`src/design/tsev_regs.svh`:
```
// register offsets, field positions and reset values of the timer status and event block
// assumes a byte-addressed register port with one 32-bit word per register
`ifndef TSEV_REGS_SVH
`define TSEV_REGS_SVH

// ****************************************************************
// register offsets
// ****************************************************************
`define TSEV_IRQ_EN_OFS      8'h0C
`define TSEV_FLAGS_OFS       8'h10
`define TSEV_GEN_OFS         8'h14
`define TSEV_CAP_BASE_OFS    8'h34
`define TSEV_CTRL_OFS        8'h60

// ****************************************************************
// status flag positions
// ****************************************************************
`define TSEV_UPD_BIT         0
`define TSEV_CH1_BIT         1
`define TSEV_COM_BIT         5
`define TSEV_TRG_BIT         6
`define TSEV_BRK_BIT         7
`define TSEV_BRK2_BIT        8
`define TSEV_OVR1_BIT        9
`define TSEV_SBRK_BIT        13
`define TSEV_CH5_BIT         16
`define TSEV_CH6_BIT         17

// ****************************************************************
// event generation bit positions
// ****************************************************************
`define TSEV_GEN_UPD_BIT     0
`define TSEV_GEN_CH1_BIT     1
`define TSEV_GEN_COM_BIT     5
`define TSEV_GEN_TRG_BIT     6
`define TSEV_GEN_BRK_BIT     7
`define TSEV_GEN_BRK2_BIT    8
`define TSEV_GEN_W           9

// ****************************************************************
// interrupt enable fields
// ****************************************************************
`define TSEV_IE_W            8
`define TSEV_IE_UPD_BIT      0
`define TSEV_IE_CH1_BIT      1
`define TSEV_IE_COM_BIT      5
`define TSEV_IE_TRG_BIT      6
`define TSEV_IE_BRK_BIT      7

// ****************************************************************
// control register fields
// ****************************************************************
`define TSEV_CTRL_UPDATE_DISABLE_BIT   0
`define TSEV_CTRL_URS_BIT    1
`define TSEV_CTRL_CONTROL_PRELOAD_SELECT_BIT   2
`define TSEV_CTRL_DOWN_BIT   3
`define TSEV_CTRL_CMS_LSB    4
`define TSEV_CTRL_CMS_MSB    5
`define TSEV_CTRL_IN_LSB     6
`define TSEV_CTRL_IN_MSB     9
`define TSEV_CTRL_POL_LSB    10
`define TSEV_CTRL_POL_MSB    13
`define TSEV_CTRL_SMS_LSB    14
`define TSEV_CTRL_SMS_MSB    17
`define TSEV_CTRL_W          18

// ****************************************************************
// reset values
// ****************************************************************
`define TSEV_CTRL_RST        18'h00000
`define TSEV_IE_RST          8'h00
`define TSEV_CMS_EDGE        2'h0

`endif

```
`src/design/tsev_pkg.sv`:
```
// types shared by the timer status and event block
// assumes tsev_regs.svh is compiled alongside
package tsev_pkg;

  // slave mode codes as seen by the flag logic
  typedef enum logic [3:0] {
    TSEV_SMS_OFF    = 4'b0000,
    TSEV_SMS_ENC1   = 4'b0001,
    TSEV_SMS_ENC2   = 4'b0010,
    TSEV_SMS_ENC3   = 4'b0011,
    TSEV_SMS_RESET  = 4'b0100,
    TSEV_SMS_GATED  = 4'b0101,
    TSEV_SMS_TRIG   = 4'b0110,
    TSEV_SMS_EXTCLK = 4'b0111,
    TSEV_SMS_RSTTRG = 4'b1000
  } tsev_sms_t;

endpackage : tsev_pkg

```
`src/design/tsev_flags.sv`:
```
// status flags and software event generation of an advanced control timer
// assumes the counter core supplies counter value, overflow/underflow strobes and
// repetition state on clk_sys_i; break and channel pins are asynchronous
// Operation
// - output channel flag rises when counter equals its compare value
// - compare above reload sets flag at overflow, or underflow when counting down edge-aligned
// - input channel flag rises on capture from selected input edge
// - channel flag clears on write zero, or capture read in input mode
// - status flags clear on written zero, written one leaves them alone
// - overcapture flag set only in input mode when capture hits set flag
// - channels five and six flags at bits 16 and 17, compare only
// - system break flag set on input active, clear only when inactive
// - second break flag set on input active, clear only when inactive
// - break flag set on input active, clear only when inactive
// - trigger flag on trigger edge, or counter start/stop in gated mode
// - commutation flag set on commutation transfer, software clears it
// - update flag at overflow/underflow if repetition zero and not disabled
// - update flag on software or trigger reinit if source and disable zero
// - generation bits act on written one, self clear, zero does nothing
// - second break force clears main output enable and sets its flag
// - break force clears main output enable and sets break flag
// - trigger force sets trigger flag
// - commutation force transfers control bits only with preload select set
// - channel force sets flag; input channel captures and may set overrun
// - update force reloads counter to zero or reload value, clears prescaler
// - each flag requests interrupt only with its enable bit set; overcapture and channel five and six flags never do
`timescale 1ns/1ps
`include "tsev_regs.svh"

module tsev_flags
  import tsev_pkg::*;
#(
  parameter int CNT_W = 16,
  parameter int N_IN  = 4,
  parameter int N_CH  = 6
) (
  input  wire logic                  clk_sys_i,
  input  wire logic                  rst_n_i,
  // register port
  input  wire logic [7:0]            reg_addr_i,
  input  wire logic [31:0]           reg_wdata_i,
  input  wire logic                  reg_wr_i,
  input  wire logic                  reg_rd_i,
  output logic      [31:0]           reg_rdata_o,
  // counter core
  input  wire logic [CNT_W-1:0]      counter_value_i,
  input  wire logic [CNT_W-1:0]      auto_reload_value_i,
  input  wire logic [N_CH*CNT_W-1:0] channel_compare_value_i,
  input  wire logic                  cnt_overflow_i,
  input  wire logic                  cnt_underflow_i,
  input  wire logic                  rep_zero_i,
  input  wire logic                  cnt_running_i,
  input  wire logic                  trigger_input_edge_i,
  input  wire logic                  trigger_reinit_i,
  input  wire logic                  commutation_done_i,
  // pins
  input  wire logic [N_IN-1:0]       channel_pin_i,
  input  wire logic                  break_pin_i,
  input  wire logic                  second_break_pin_i,
  input  wire logic                  system_break_pin_i,
  // actions toward the rest of the timer
  output logic                       irq_o,
  output logic                       main_output_enable_clr_o,
  output logic                       pwm_hold_o,
  output logic                       commutation_xfer_o,
  output logic                       counter_reload_o,
  output logic      [CNT_W-1:0]      counter_reload_val_o,
  output logic                       prescaler_clr_o
);

  // ****************************************************************
  // register decode
  // ****************************************************************
  function automatic logic hit(input logic [7:0] a, input logic [7:0] ofs);
    hit = (a == ofs);
  endfunction : hit

  wire wr_flags = reg_wr_i && hit(reg_addr_i, `TSEV_FLAGS_OFS);
  wire wr_gen   = reg_wr_i && hit(reg_addr_i, `TSEV_GEN_OFS);
  wire wr_ie    = reg_wr_i && hit(reg_addr_i, `TSEV_IRQ_EN_OFS);
  wire wr_ctrl  = reg_wr_i && hit(reg_addr_i, `TSEV_CTRL_OFS);

  // ****************************************************************
  // control and enable registers
  // ****************************************************************
  logic [`TSEV_CTRL_W-1:0] ctrl_q;
  logic [`TSEV_IE_W-1:0]   ie_q;
  logic [`TSEV_GEN_W-1:0]  gen_q;

  // generation bits live one cycle and clear themselves; the generation word is not in the read mux, so it reads as zero
  always_ff @(posedge clk_sys_i or negedge rst_n_i) begin
    if (!rst_n_i) begin
      ctrl_q <= `TSEV_CTRL_RST;
      ie_q   <= `TSEV_IE_RST;
      gen_q  <= '0;
    end else begin
      if (wr_ctrl) ctrl_q <= reg_wdata_i[`TSEV_CTRL_W-1:0];
      if (wr_ie)   ie_q   <= reg_wdata_i[`TSEV_IE_W-1:0];
      gen_q <= wr_gen ? reg_wdata_i[`TSEV_GEN_W-1:0] : '0;
    end
  end


  // fields of the control word
  wire             update_disable     = ctrl_q[`TSEV_CTRL_UPDATE_DISABLE_BIT];
  wire             update_request_source      = ctrl_q[`TSEV_CTRL_URS_BIT];
  wire             control_preload_select     = ctrl_q[`TSEV_CTRL_CONTROL_PRELOAD_SELECT_BIT];
  wire             cnt_down = ctrl_q[`TSEV_CTRL_DOWN_BIT];
  wire [1:0]       center_align_select      = ctrl_q[`TSEV_CTRL_CMS_MSB:`TSEV_CTRL_CMS_LSB];
  wire [N_IN-1:0]  in_mode  = ctrl_q[`TSEV_CTRL_IN_MSB:`TSEV_CTRL_IN_LSB];
  wire [N_IN-1:0]  in_fall  = ctrl_q[`TSEV_CTRL_POL_MSB:`TSEV_CTRL_POL_LSB];
  tsev_sms_t       sms;
  assign sms = tsev_sms_t'(ctrl_q[`TSEV_CTRL_SMS_MSB:`TSEV_CTRL_SMS_LSB]);


  // one-cycle strobes; a repeated write repeats the event
  wire g_upd  = gen_q[`TSEV_GEN_UPD_BIT];
  wire g_com  = gen_q[`TSEV_GEN_COM_BIT];
  wire g_trg  = gen_q[`TSEV_GEN_TRG_BIT];
  wire g_brk  = gen_q[`TSEV_GEN_BRK_BIT];
  wire g_brk2 = gen_q[`TSEV_GEN_BRK2_BIT];
  wire [N_IN-1:0] g_ch = gen_q[`TSEV_GEN_CH1_BIT +: N_IN];

  // ****************************************************************
  // pin synchronisers and edge detection
  // ****************************************************************
  // channel pins low, then break, break 2, system break
  localparam int NP = N_IN + 3;
  logic [NP-1:0] pin_s1_q, pin_s2_q, pin_prev_q;

  // second stage feeds the edge logic; the first stage is read by nothing else
  always_ff @(posedge clk_sys_i or negedge rst_n_i) begin
    if (!rst_n_i) begin
      pin_s1_q   <= '0;
      pin_s2_q   <= '0;
      pin_prev_q <= '0;
    end else begin
      pin_s1_q   <= {system_break_pin_i, second_break_pin_i, break_pin_i, channel_pin_i};
      pin_s2_q   <= pin_s1_q;
      pin_prev_q <= pin_s2_q;
    end
  end

  wire [NP-1:0] pin_rise = pin_s2_q & ~pin_prev_q;
  wire [NP-1:0] pin_fall = ~pin_s2_q & pin_prev_q;
  wire brk_lvl  = pin_s2_q[N_IN];
  wire brk2_lvl = pin_s2_q[N_IN+1];
  wire sbrk_lvl = pin_s2_q[N_IN+2];


  // ****************************************************************
  // channel flags, captures and overruns
  // ****************************************************************
  logic [N_CH-1:0]            ch_flag_q;
  logic [N_IN-1:0]            ovr_q;
  logic [N_IN-1:0][CNT_W-1:0] cap_q;
  logic [N_CH-1:0]            eq_prev_q;
  logic [N_CH-1:0]            ch_set;
  logic [N_CH-1:0]            ch_clr;
  logic [N_IN-1:0]            cap_evt;
  logic [N_IN-1:0]            cap_rd;

  // overflow in up and centre-aligned counting, underflow only in plain down counting
  wire wrap_evt = (center_align_select == `TSEV_CMS_EDGE && cnt_down) ? cnt_underflow_i
                                                       : cnt_overflow_i;


  // channels past N_IN are compare only
  genvar i;
  generate
    for (i = 0; i < N_CH; i++) begin : g_ch_flag
      localparam int FB = (i < N_IN) ? (`TSEV_CH1_BIT + i)
                                     : (`TSEV_CH5_BIT + i - N_IN);
      wire [CNT_W-1:0] cmp    = channel_compare_value_i[i*CNT_W +: CNT_W];
      wire             is_in  = (i < N_IN) ? in_mode[i % N_IN] : 1'b0;
      wire             eq_now = (counter_value_i == cmp);
      wire             above  = (cmp > auto_reload_value_i);
      // equality is edge-detected so a stopped counter sets the flag only once
      wire             out_hit = !is_in && ((eq_now && !eq_prev_q[i])
                                 || (above && wrap_evt));
      wire             force_hit = (i < N_IN) ? g_ch[i % N_IN] : 1'b0;

      if (i < N_IN) begin : g_in
        wire edge_hit = in_fall[i] ? pin_fall[i] : pin_rise[i];
        assign cap_evt[i] = in_mode[i] && (edge_hit || g_ch[i]);
        assign cap_rd[i]  = reg_rd_i && in_mode[i]
                            && hit(reg_addr_i, 8'(`TSEV_CAP_BASE_OFS + 4 * i));

        // capture the counter; a capture over a pending flag marks an overrun
        always_ff @(posedge clk_sys_i or negedge rst_n_i) begin
          if (!rst_n_i) begin
            cap_q[i] <= '0;
            ovr_q[i] <= 1'b0;
          end else begin
            if (cap_evt[i]) cap_q[i] <= counter_value_i;
            if (cap_evt[i] && ch_flag_q[i]) ovr_q[i] <= 1'b1;
            else if (wr_flags && !reg_wdata_i[`TSEV_OVR1_BIT + i]) ovr_q[i] <= 1'b0;
          end
        end
      end

      assign ch_set[i] = out_hit || force_hit || ((i < N_IN) ? cap_evt[i % N_IN] : 1'b0);
      assign ch_clr[i] = (wr_flags && !reg_wdata_i[FB])
                         || ((i < N_IN) ? cap_rd[i % N_IN] : 1'b0);

      // a set in the same cycle as a clear wins
      always_ff @(posedge clk_sys_i or negedge rst_n_i) begin
        if (!rst_n_i) begin
          ch_flag_q[i] <= 1'b0;
          eq_prev_q[i] <= 1'b0;
        end else begin
          eq_prev_q[i] <= eq_now;
          if (ch_set[i])      ch_flag_q[i] <= 1'b1;
          else if (ch_clr[i]) ch_flag_q[i] <= 1'b0;
        end
      end
    end
  endgenerate

  // ****************************************************************
  // update, trigger, commutation and break flags
  // ****************************************************************
  logic upd_q, trg_q, com_q, brk_q, brk2_q, sbrk_q, run_prev_q;


  // only the flag is gated; the reload still goes out
  wire upd_set  = ((cnt_overflow_i || cnt_underflow_i) && rep_zero_i && !update_disable)
                  || ((g_upd || trigger_reinit_i) && !update_request_source && !update_disable);
  wire gated    = (sms == TSEV_SMS_GATED);
  wire trg_set  = (sms != TSEV_SMS_OFF && !gated && trigger_input_edge_i)
                  || (gated && (cnt_running_i != run_prev_q))
                  || g_trg;

  wire com_fire = g_com && control_preload_select;
  wire com_set  = commutation_done_i || com_fire;

  wire brk_set  = pin_rise[N_IN] || g_brk;
  wire brk2_set = pin_rise[N_IN+1] || g_brk2;
  wire sbrk_set = pin_rise[N_IN+2];

  // break clears are refused while the break input is still active
  wire clr_upd  = wr_flags && !reg_wdata_i[`TSEV_UPD_BIT];
  wire clr_trg  = wr_flags && !reg_wdata_i[`TSEV_TRG_BIT];
  wire clr_com  = wr_flags && !reg_wdata_i[`TSEV_COM_BIT];
  wire clr_brk  = wr_flags && !reg_wdata_i[`TSEV_BRK_BIT] && !brk_lvl;
  wire clr_brk2 = wr_flags && !reg_wdata_i[`TSEV_BRK2_BIT] && !brk2_lvl;
  wire clr_sbrk = wr_flags && !reg_wdata_i[`TSEV_SBRK_BIT] && !sbrk_lvl;

  // each flag: set wins over clear
  always_ff @(posedge clk_sys_i or negedge rst_n_i) begin
    if (!rst_n_i) begin
      upd_q      <= 1'b0;
      trg_q      <= 1'b0;
      com_q      <= 1'b0;
      brk_q      <= 1'b0;
      brk2_q     <= 1'b0;
      sbrk_q     <= 1'b0;
      run_prev_q <= 1'b0;
    end else begin
      run_prev_q <= cnt_running_i;
      upd_q  <= upd_set  || (upd_q  && !clr_upd);
      trg_q  <= trg_set  || (trg_q  && !clr_trg);
      com_q  <= com_set  || (com_q  && !clr_com);
      brk_q  <= brk_set  || (brk_q  && !clr_brk);
      brk2_q <= brk2_set || (brk2_q && !clr_brk2);
      sbrk_q <= sbrk_set || (sbrk_q && !clr_sbrk);
    end
  end

  // ****************************************************************
  // actions toward the counter and output stages
  // ****************************************************************
  // registered one cycle after the generation pulse so the outputs stay flop-driven
  always_ff @(posedge clk_sys_i or negedge rst_n_i) begin
    if (!rst_n_i) begin
      main_output_enable_clr_o <= 1'b0;
      commutation_xfer_o       <= 1'b0;
      counter_reload_o         <= 1'b0;
      counter_reload_val_o     <= '0;
      prescaler_clr_o          <= 1'b0;
    end else begin
      main_output_enable_clr_o <= g_brk || g_brk2;
      commutation_xfer_o       <= com_fire;
      counter_reload_o         <= g_upd;
      prescaler_clr_o          <= g_upd;
      if (g_upd)
        counter_reload_val_o <= (center_align_select == `TSEV_CMS_EDGE && cnt_down)
                                ? auto_reload_value_i : '0;
    end
  end

  // pwm stays parked while the system break flag is pending
  // limitation: follows the flag, not the live input
  assign pwm_hold_o = sbrk_q;


  // ****************************************************************
  // interrupt request
  // ****************************************************************
  // channels five and six have no enable bit, so they never reach the line
  // all three break sources share one enable

  wire irq_brk = (brk_q || brk2_q || sbrk_q) && ie_q[`TSEV_IE_BRK_BIT];
  assign irq_o = (upd_q && ie_q[`TSEV_IE_UPD_BIT])
                 || (|(ch_flag_q[N_IN-1:0] & ie_q[`TSEV_IE_CH1_BIT +: N_IN]))
                 || (com_q && ie_q[`TSEV_IE_COM_BIT])
                 || (trg_q && ie_q[`TSEV_IE_TRG_BIT])
                 || irq_brk;

  // ****************************************************************
  // read data
  // ****************************************************************
  logic [31:0] flags_word;
  logic [31:0] rd_mux;
  always_comb begin
    flags_word = '0;
    flags_word[`TSEV_UPD_BIT]          = upd_q;
    flags_word[`TSEV_CH1_BIT +: N_IN]  = ch_flag_q[N_IN-1:0];
    flags_word[`TSEV_COM_BIT]          = com_q;
    flags_word[`TSEV_TRG_BIT]          = trg_q;
    flags_word[`TSEV_BRK_BIT]          = brk_q;
    flags_word[`TSEV_BRK2_BIT]         = brk2_q;
    flags_word[`TSEV_OVR1_BIT +: N_IN] = ovr_q;
    flags_word[`TSEV_SBRK_BIT]         = sbrk_q;
    flags_word[`TSEV_CH5_BIT]          = ch_flag_q[N_IN];
    flags_word[`TSEV_CH6_BIT]          = ch_flag_q[N_IN+1];

    // offsets never overlap, so order is free
    rd_mux = '0;
    if (hit(reg_addr_i, `TSEV_FLAGS_OFS))   rd_mux = flags_word;
    if (hit(reg_addr_i, `TSEV_IRQ_EN_OFS))  rd_mux = 32'(ie_q);
    if (hit(reg_addr_i, `TSEV_CTRL_OFS))    rd_mux = 32'(ctrl_q);
    for (int k = 0; k < N_IN; k++) begin
      if (hit(reg_addr_i, 8'(`TSEV_CAP_BASE_OFS + 4 * k))) rd_mux = 32'(cap_q[k]);
    end
  end

  // the generation word and unmapped addresses read as zero
  always_ff @(posedge clk_sys_i or negedge rst_n_i) begin
    if (!rst_n_i) reg_rdata_o <= '0;
    else          reg_rdata_o <= reg_rd_i ? rd_mux : '0;
  end

endmodule : tsev_flags

```
`config.mk`:
```
export PLATFORM = sky130hd
export DESIGN_NAME = tsev_flags
export DESIGN_NICKNAME = d
export VERILOG_FILES = /design/src/design/tsev_pkg.sv /design/src/design/tsev_flags.sv
export VERILOG_INCLUDE_DIRS = /design/src /design/src/design
export SDC_FILE = /design/constraint.sdc
export NUM_CORES = 1
export LEC_CHECK = 0
export ABC_AREA = 1
export BUFFER_PORTS_ARGS = -buffer_cell sky130_fd_sc_hd__buf_2
export CORE_ASPECT_RATIO = 1.4
export CORE_UTILIZATION = 62
export CTS_BUF_LIST = sky130_fd_sc_hd__clkbuf_4
export DETAILED_ROUTE_END_ITERATION = 7
export PLACE_DENSITY = 0.86
export SLEW_MARGIN = 20
export SYNTH_ARGS = -nofsm -noshare
export SYNTH_HDL_FRONTEND = slang
export SYNTH_SLANG_ARGS = --single-unit
export TNS_END_PERCENT = 5
```
`constraint.sdc`:
```
create_clock -name clk_sys_i -period 1.9 [get_ports clk_sys_i]
set_input_delay 0.095 -clock clk_sys_i [delete_from_list [all_inputs] [get_ports clk_sys_i]]
set_output_delay 0.095 -clock clk_sys_i [all_outputs]
set_load 0.02 [all_outputs]
```
==> results.cfg <==
[outcome]
outcome = complete, but fails checks
violations = setup timing

[clocking]
insertion_delay_ns = 0.59
cts_root_buf = clkbuf_4
cts.clk_slew.worst_paths_ns = 0.15
cts_sinks = 180
cts_buffers = 17
cts_buffer_depth = 2
cts_tree = done
htreeDepth = 4

[synth]
ys_seq_elements = 180
synth_ff_type = dfrtp_1
seq_area_frac_synth_pct = 40.2
syn_avg_cell_area_um2 = 7.92
yosys_warnings = 0
synth_enable_flop_cells = 0
syn_area_um2 = 11200
yosysUniqueCellTypes = 46
async_flop_share_pct = 100
syn_inst = 1415

[cells_and_area]
drive_gt1_share_pct = 17.3
postLayoutCellArea_um2 = 13900
instances_no_fill = 1980
fillCellCount = 1265
layout_common_cells = nand2_1, buf_2, dfrtp_1
seq_area_um2 = 4500
synthToLayoutAreaGrowth_pct = 24.1
multi_input_area_um2 = 5860
layout.nets = 2012
layout_commonest_cell = nand2_1

[die]
fp.dieArea_um2 = 18600
rows = 57
start_util_pct = 63.9
fp.dieH_um = 161
die_x_um = 116
core_area_um2 = 17500
io_pins = 240

[sta]
setup_viol = 1
max_freq_mhz = 516
finalClockSkew_ns = 0.0295
worst_pin_slew_ns = 0.498
slew_violations = 0
period_needed_ns = 1.94
setup_slack_ns = -0.0398
fin_tns_setup_ns = -0.0398
rsz0062_at_grt = yes
finalHoldViolCount = 0
relSlewSlack_pct = 66.3
fin_crit_sh_pct = 102

[drt]
vias_per_cell = 5.58
drc = 0
via_count = 11041
drt_iter0_markers = 796
wire_per_inst_um = 17.2
routed_wl_mm = 34.0
antenna_left = 0
dr.pass1.iters = 7

[critical_path]
path_max_fanout = 2
setup.worst_path.start_class = input pin
worstPathRequired_ns = 2.39
arrival_ns = 2.43
worstSetupPathType = input pin to register
end_kind = register

[global_routing]
grt_max_degree = 57
grt_pass1_vias = 11162
grt_pass1_wl_mm = 54.0
grt-ovfl-total = 0
gr-usage-all-layers_pct = 38.2
antenna_found_initial = 1

[placement]
dp.cells = 1838
dp_hpwl_mm = 24.2
numPortBuffers = 211
dp_slack_ns = 0.134
placed_area_um2 = 12500
gp_congestion = 0.945

[worst_hold_path]
hold_class = input pin to asynchronous set/reset pin

[flow_run]
maxCapViolCount = 0

[power_and_ir_drop]
leakage_uw = 0.00735
power_density_nw_per_um2 = 617
vdd_drop_max_mv = 0.384
[state kept, by name (all words and copies together) (netlist names), 4 cells and up]
| register | flops |
|---|---|
| pin_s1_q | 7 |
| pin_s2_q | 7 |
| ie_q | 8 |
| ch_flag_q | 6 |
| cap_q | 64 |
| gen_q | 9 |
| eq_prev_q | 6 |
| pin_prev_q | 7 |
| counter_reload_val_o | 16 |
| ctrl_q | 18 |
| flags_word | 4 |
| reg_rdata_o | 18 |
[cell type report]
cell class,instances,area share [%]
Clock buffer,18,0.971
Inverter,156,4.23
Antenna cell,1,0.0180
Timing Repair Buffer,344,17.1
Multi-Input combinational cell,1031,42.1
Clock inverter,14,1.08
Tap cell,236,2.12
Sequential cell,180,32.4
[final timing paths]
kind                                                  from  depth (start not counted)  slack [ns]              to
worst max-delay path            channel_compare_value_i[9]                          8       -0.04    eq_prev_q[0]
worst min-delay path                               rst_n_i                          2        0.02  reg_rdata_o[4]
worst max register to register                    gen_q[0]                          4        0.20           upd_q
worst min register to register                 pin_s1_q[2]                          0        0.37     pin_s2_q[2]
max in group asynchronous                          rst_n_i                          3        1.15       cap_q[36]
min in group clk_sys_i          channel_compare_value_i[0]                          5        0.03    eq_prev_q[0]
[critical path, stage by stage]
cell	delay (ns)
dlygate4sd3_1	0.53
buf_2	0.13
xor2_1	0.14
nor2_1	0.12
dlygate4sd3_1	0.58
nand2_1	0.07
dlygate4sd3_1	0.56
nor4_1	0.21
[cells in the mapped netlist, drive strengths merged (2+ instances only)]
| library cell | count | area (µm²) |
|---|---|---|
| a22o | 2 | 17.5 |
| o211ai | 6 | 45.0 |
| o31ai | 2 | 15.0 |
| xor2 | 62 | 543 |
| a21o | 3 | 22.5 |
| nand4 | 13 | 81.3 |
| xnor2 | 26 | 228 |
| nand2 | 351 | 1340 |
| or2 | 16 | 100 |
| clkbuf | 20 | 75.1 |
| a31oi | 4 | 25.0 |
| ha | 96 | 1200 |
| o311ai | 2 | 17.5 |
| nand3b | 2 | 15.0 |
| clkinv | 2 | 7.51 |
| o21a | 2 | 15.0 |
| dfrtp | 180 | 4500 |
| nor2 | 126 | 500 |
| and2 | 2 | 12.5 |
| o22ai | 16 | 100 |
| inv | 154 | 581 |
| o21ai | 129 | 646 |
| nor3 | 14 | 109 |
| a21oi | 77 | 385 |
| buf | 41 | 255 |
| nand3 | 56 | 285 |
| nor4 | 5 | 31.3 |
| mux2 | 2 | 22.5 |
[per-stage QoR]
step           hold slack [ns]  util [%]  power (µW)
6_report                0.0160      79.3        8580
3_3_place_gp            0.0754      71.2        6140
3_5_place_dp            0.0812      71.2        6230
5_1_grt                0.00390      79.3        9040
2_1_floorplan           -0.201         -        5540
4_1_cts               0.000535      79.1        8540
[power by group]
group          leakage (µW)  internal [µW]  switching [µW]
Sequential          0.00205           4230             229
Combinational       0.00514            835            1120
Clock              0.000151            808            1360
[per-layer routing]
layer  vias up  global-route usage (%)  wire length [µm]
li1       5183                       -                 -
met1      5043                    42.7             12200
met2       627                    63.8             16300
met3       188                    6.15              2440
met4         0                    30.8              3030
met5         -                       0                 0
[what timing repair did]
item	4_1_cts	5_1_grt
setup buffers	0	0
endpoints found under the hold margin	328	0
gates resized for setup	1	5
cloned	0	0
hold buffers	109	0
endpoints found under the setup margin	1	7
[logic make-up (layout without fill, tap and decap cells)]
kind of cell / count (synthesis) / after routing / share of synthesized area (%)
adders and majority gates: 96 / 96 / 10.7
other: 1 / 15 / 0.0335
muxes: 2 / 2 / 0.201
and+or+nand+nor: 586 / 586 / 22.1
buffers and inverters: 217 / 532 / 8.20
xor gates and xnor gates: 88 / 88 / 6.88
DFF: 180 / 180 / 40.2
AOI/OAI and AO/OA: 245 / 245 / 11.7
No activity file was read; power rests on OpenSTA's default activity.
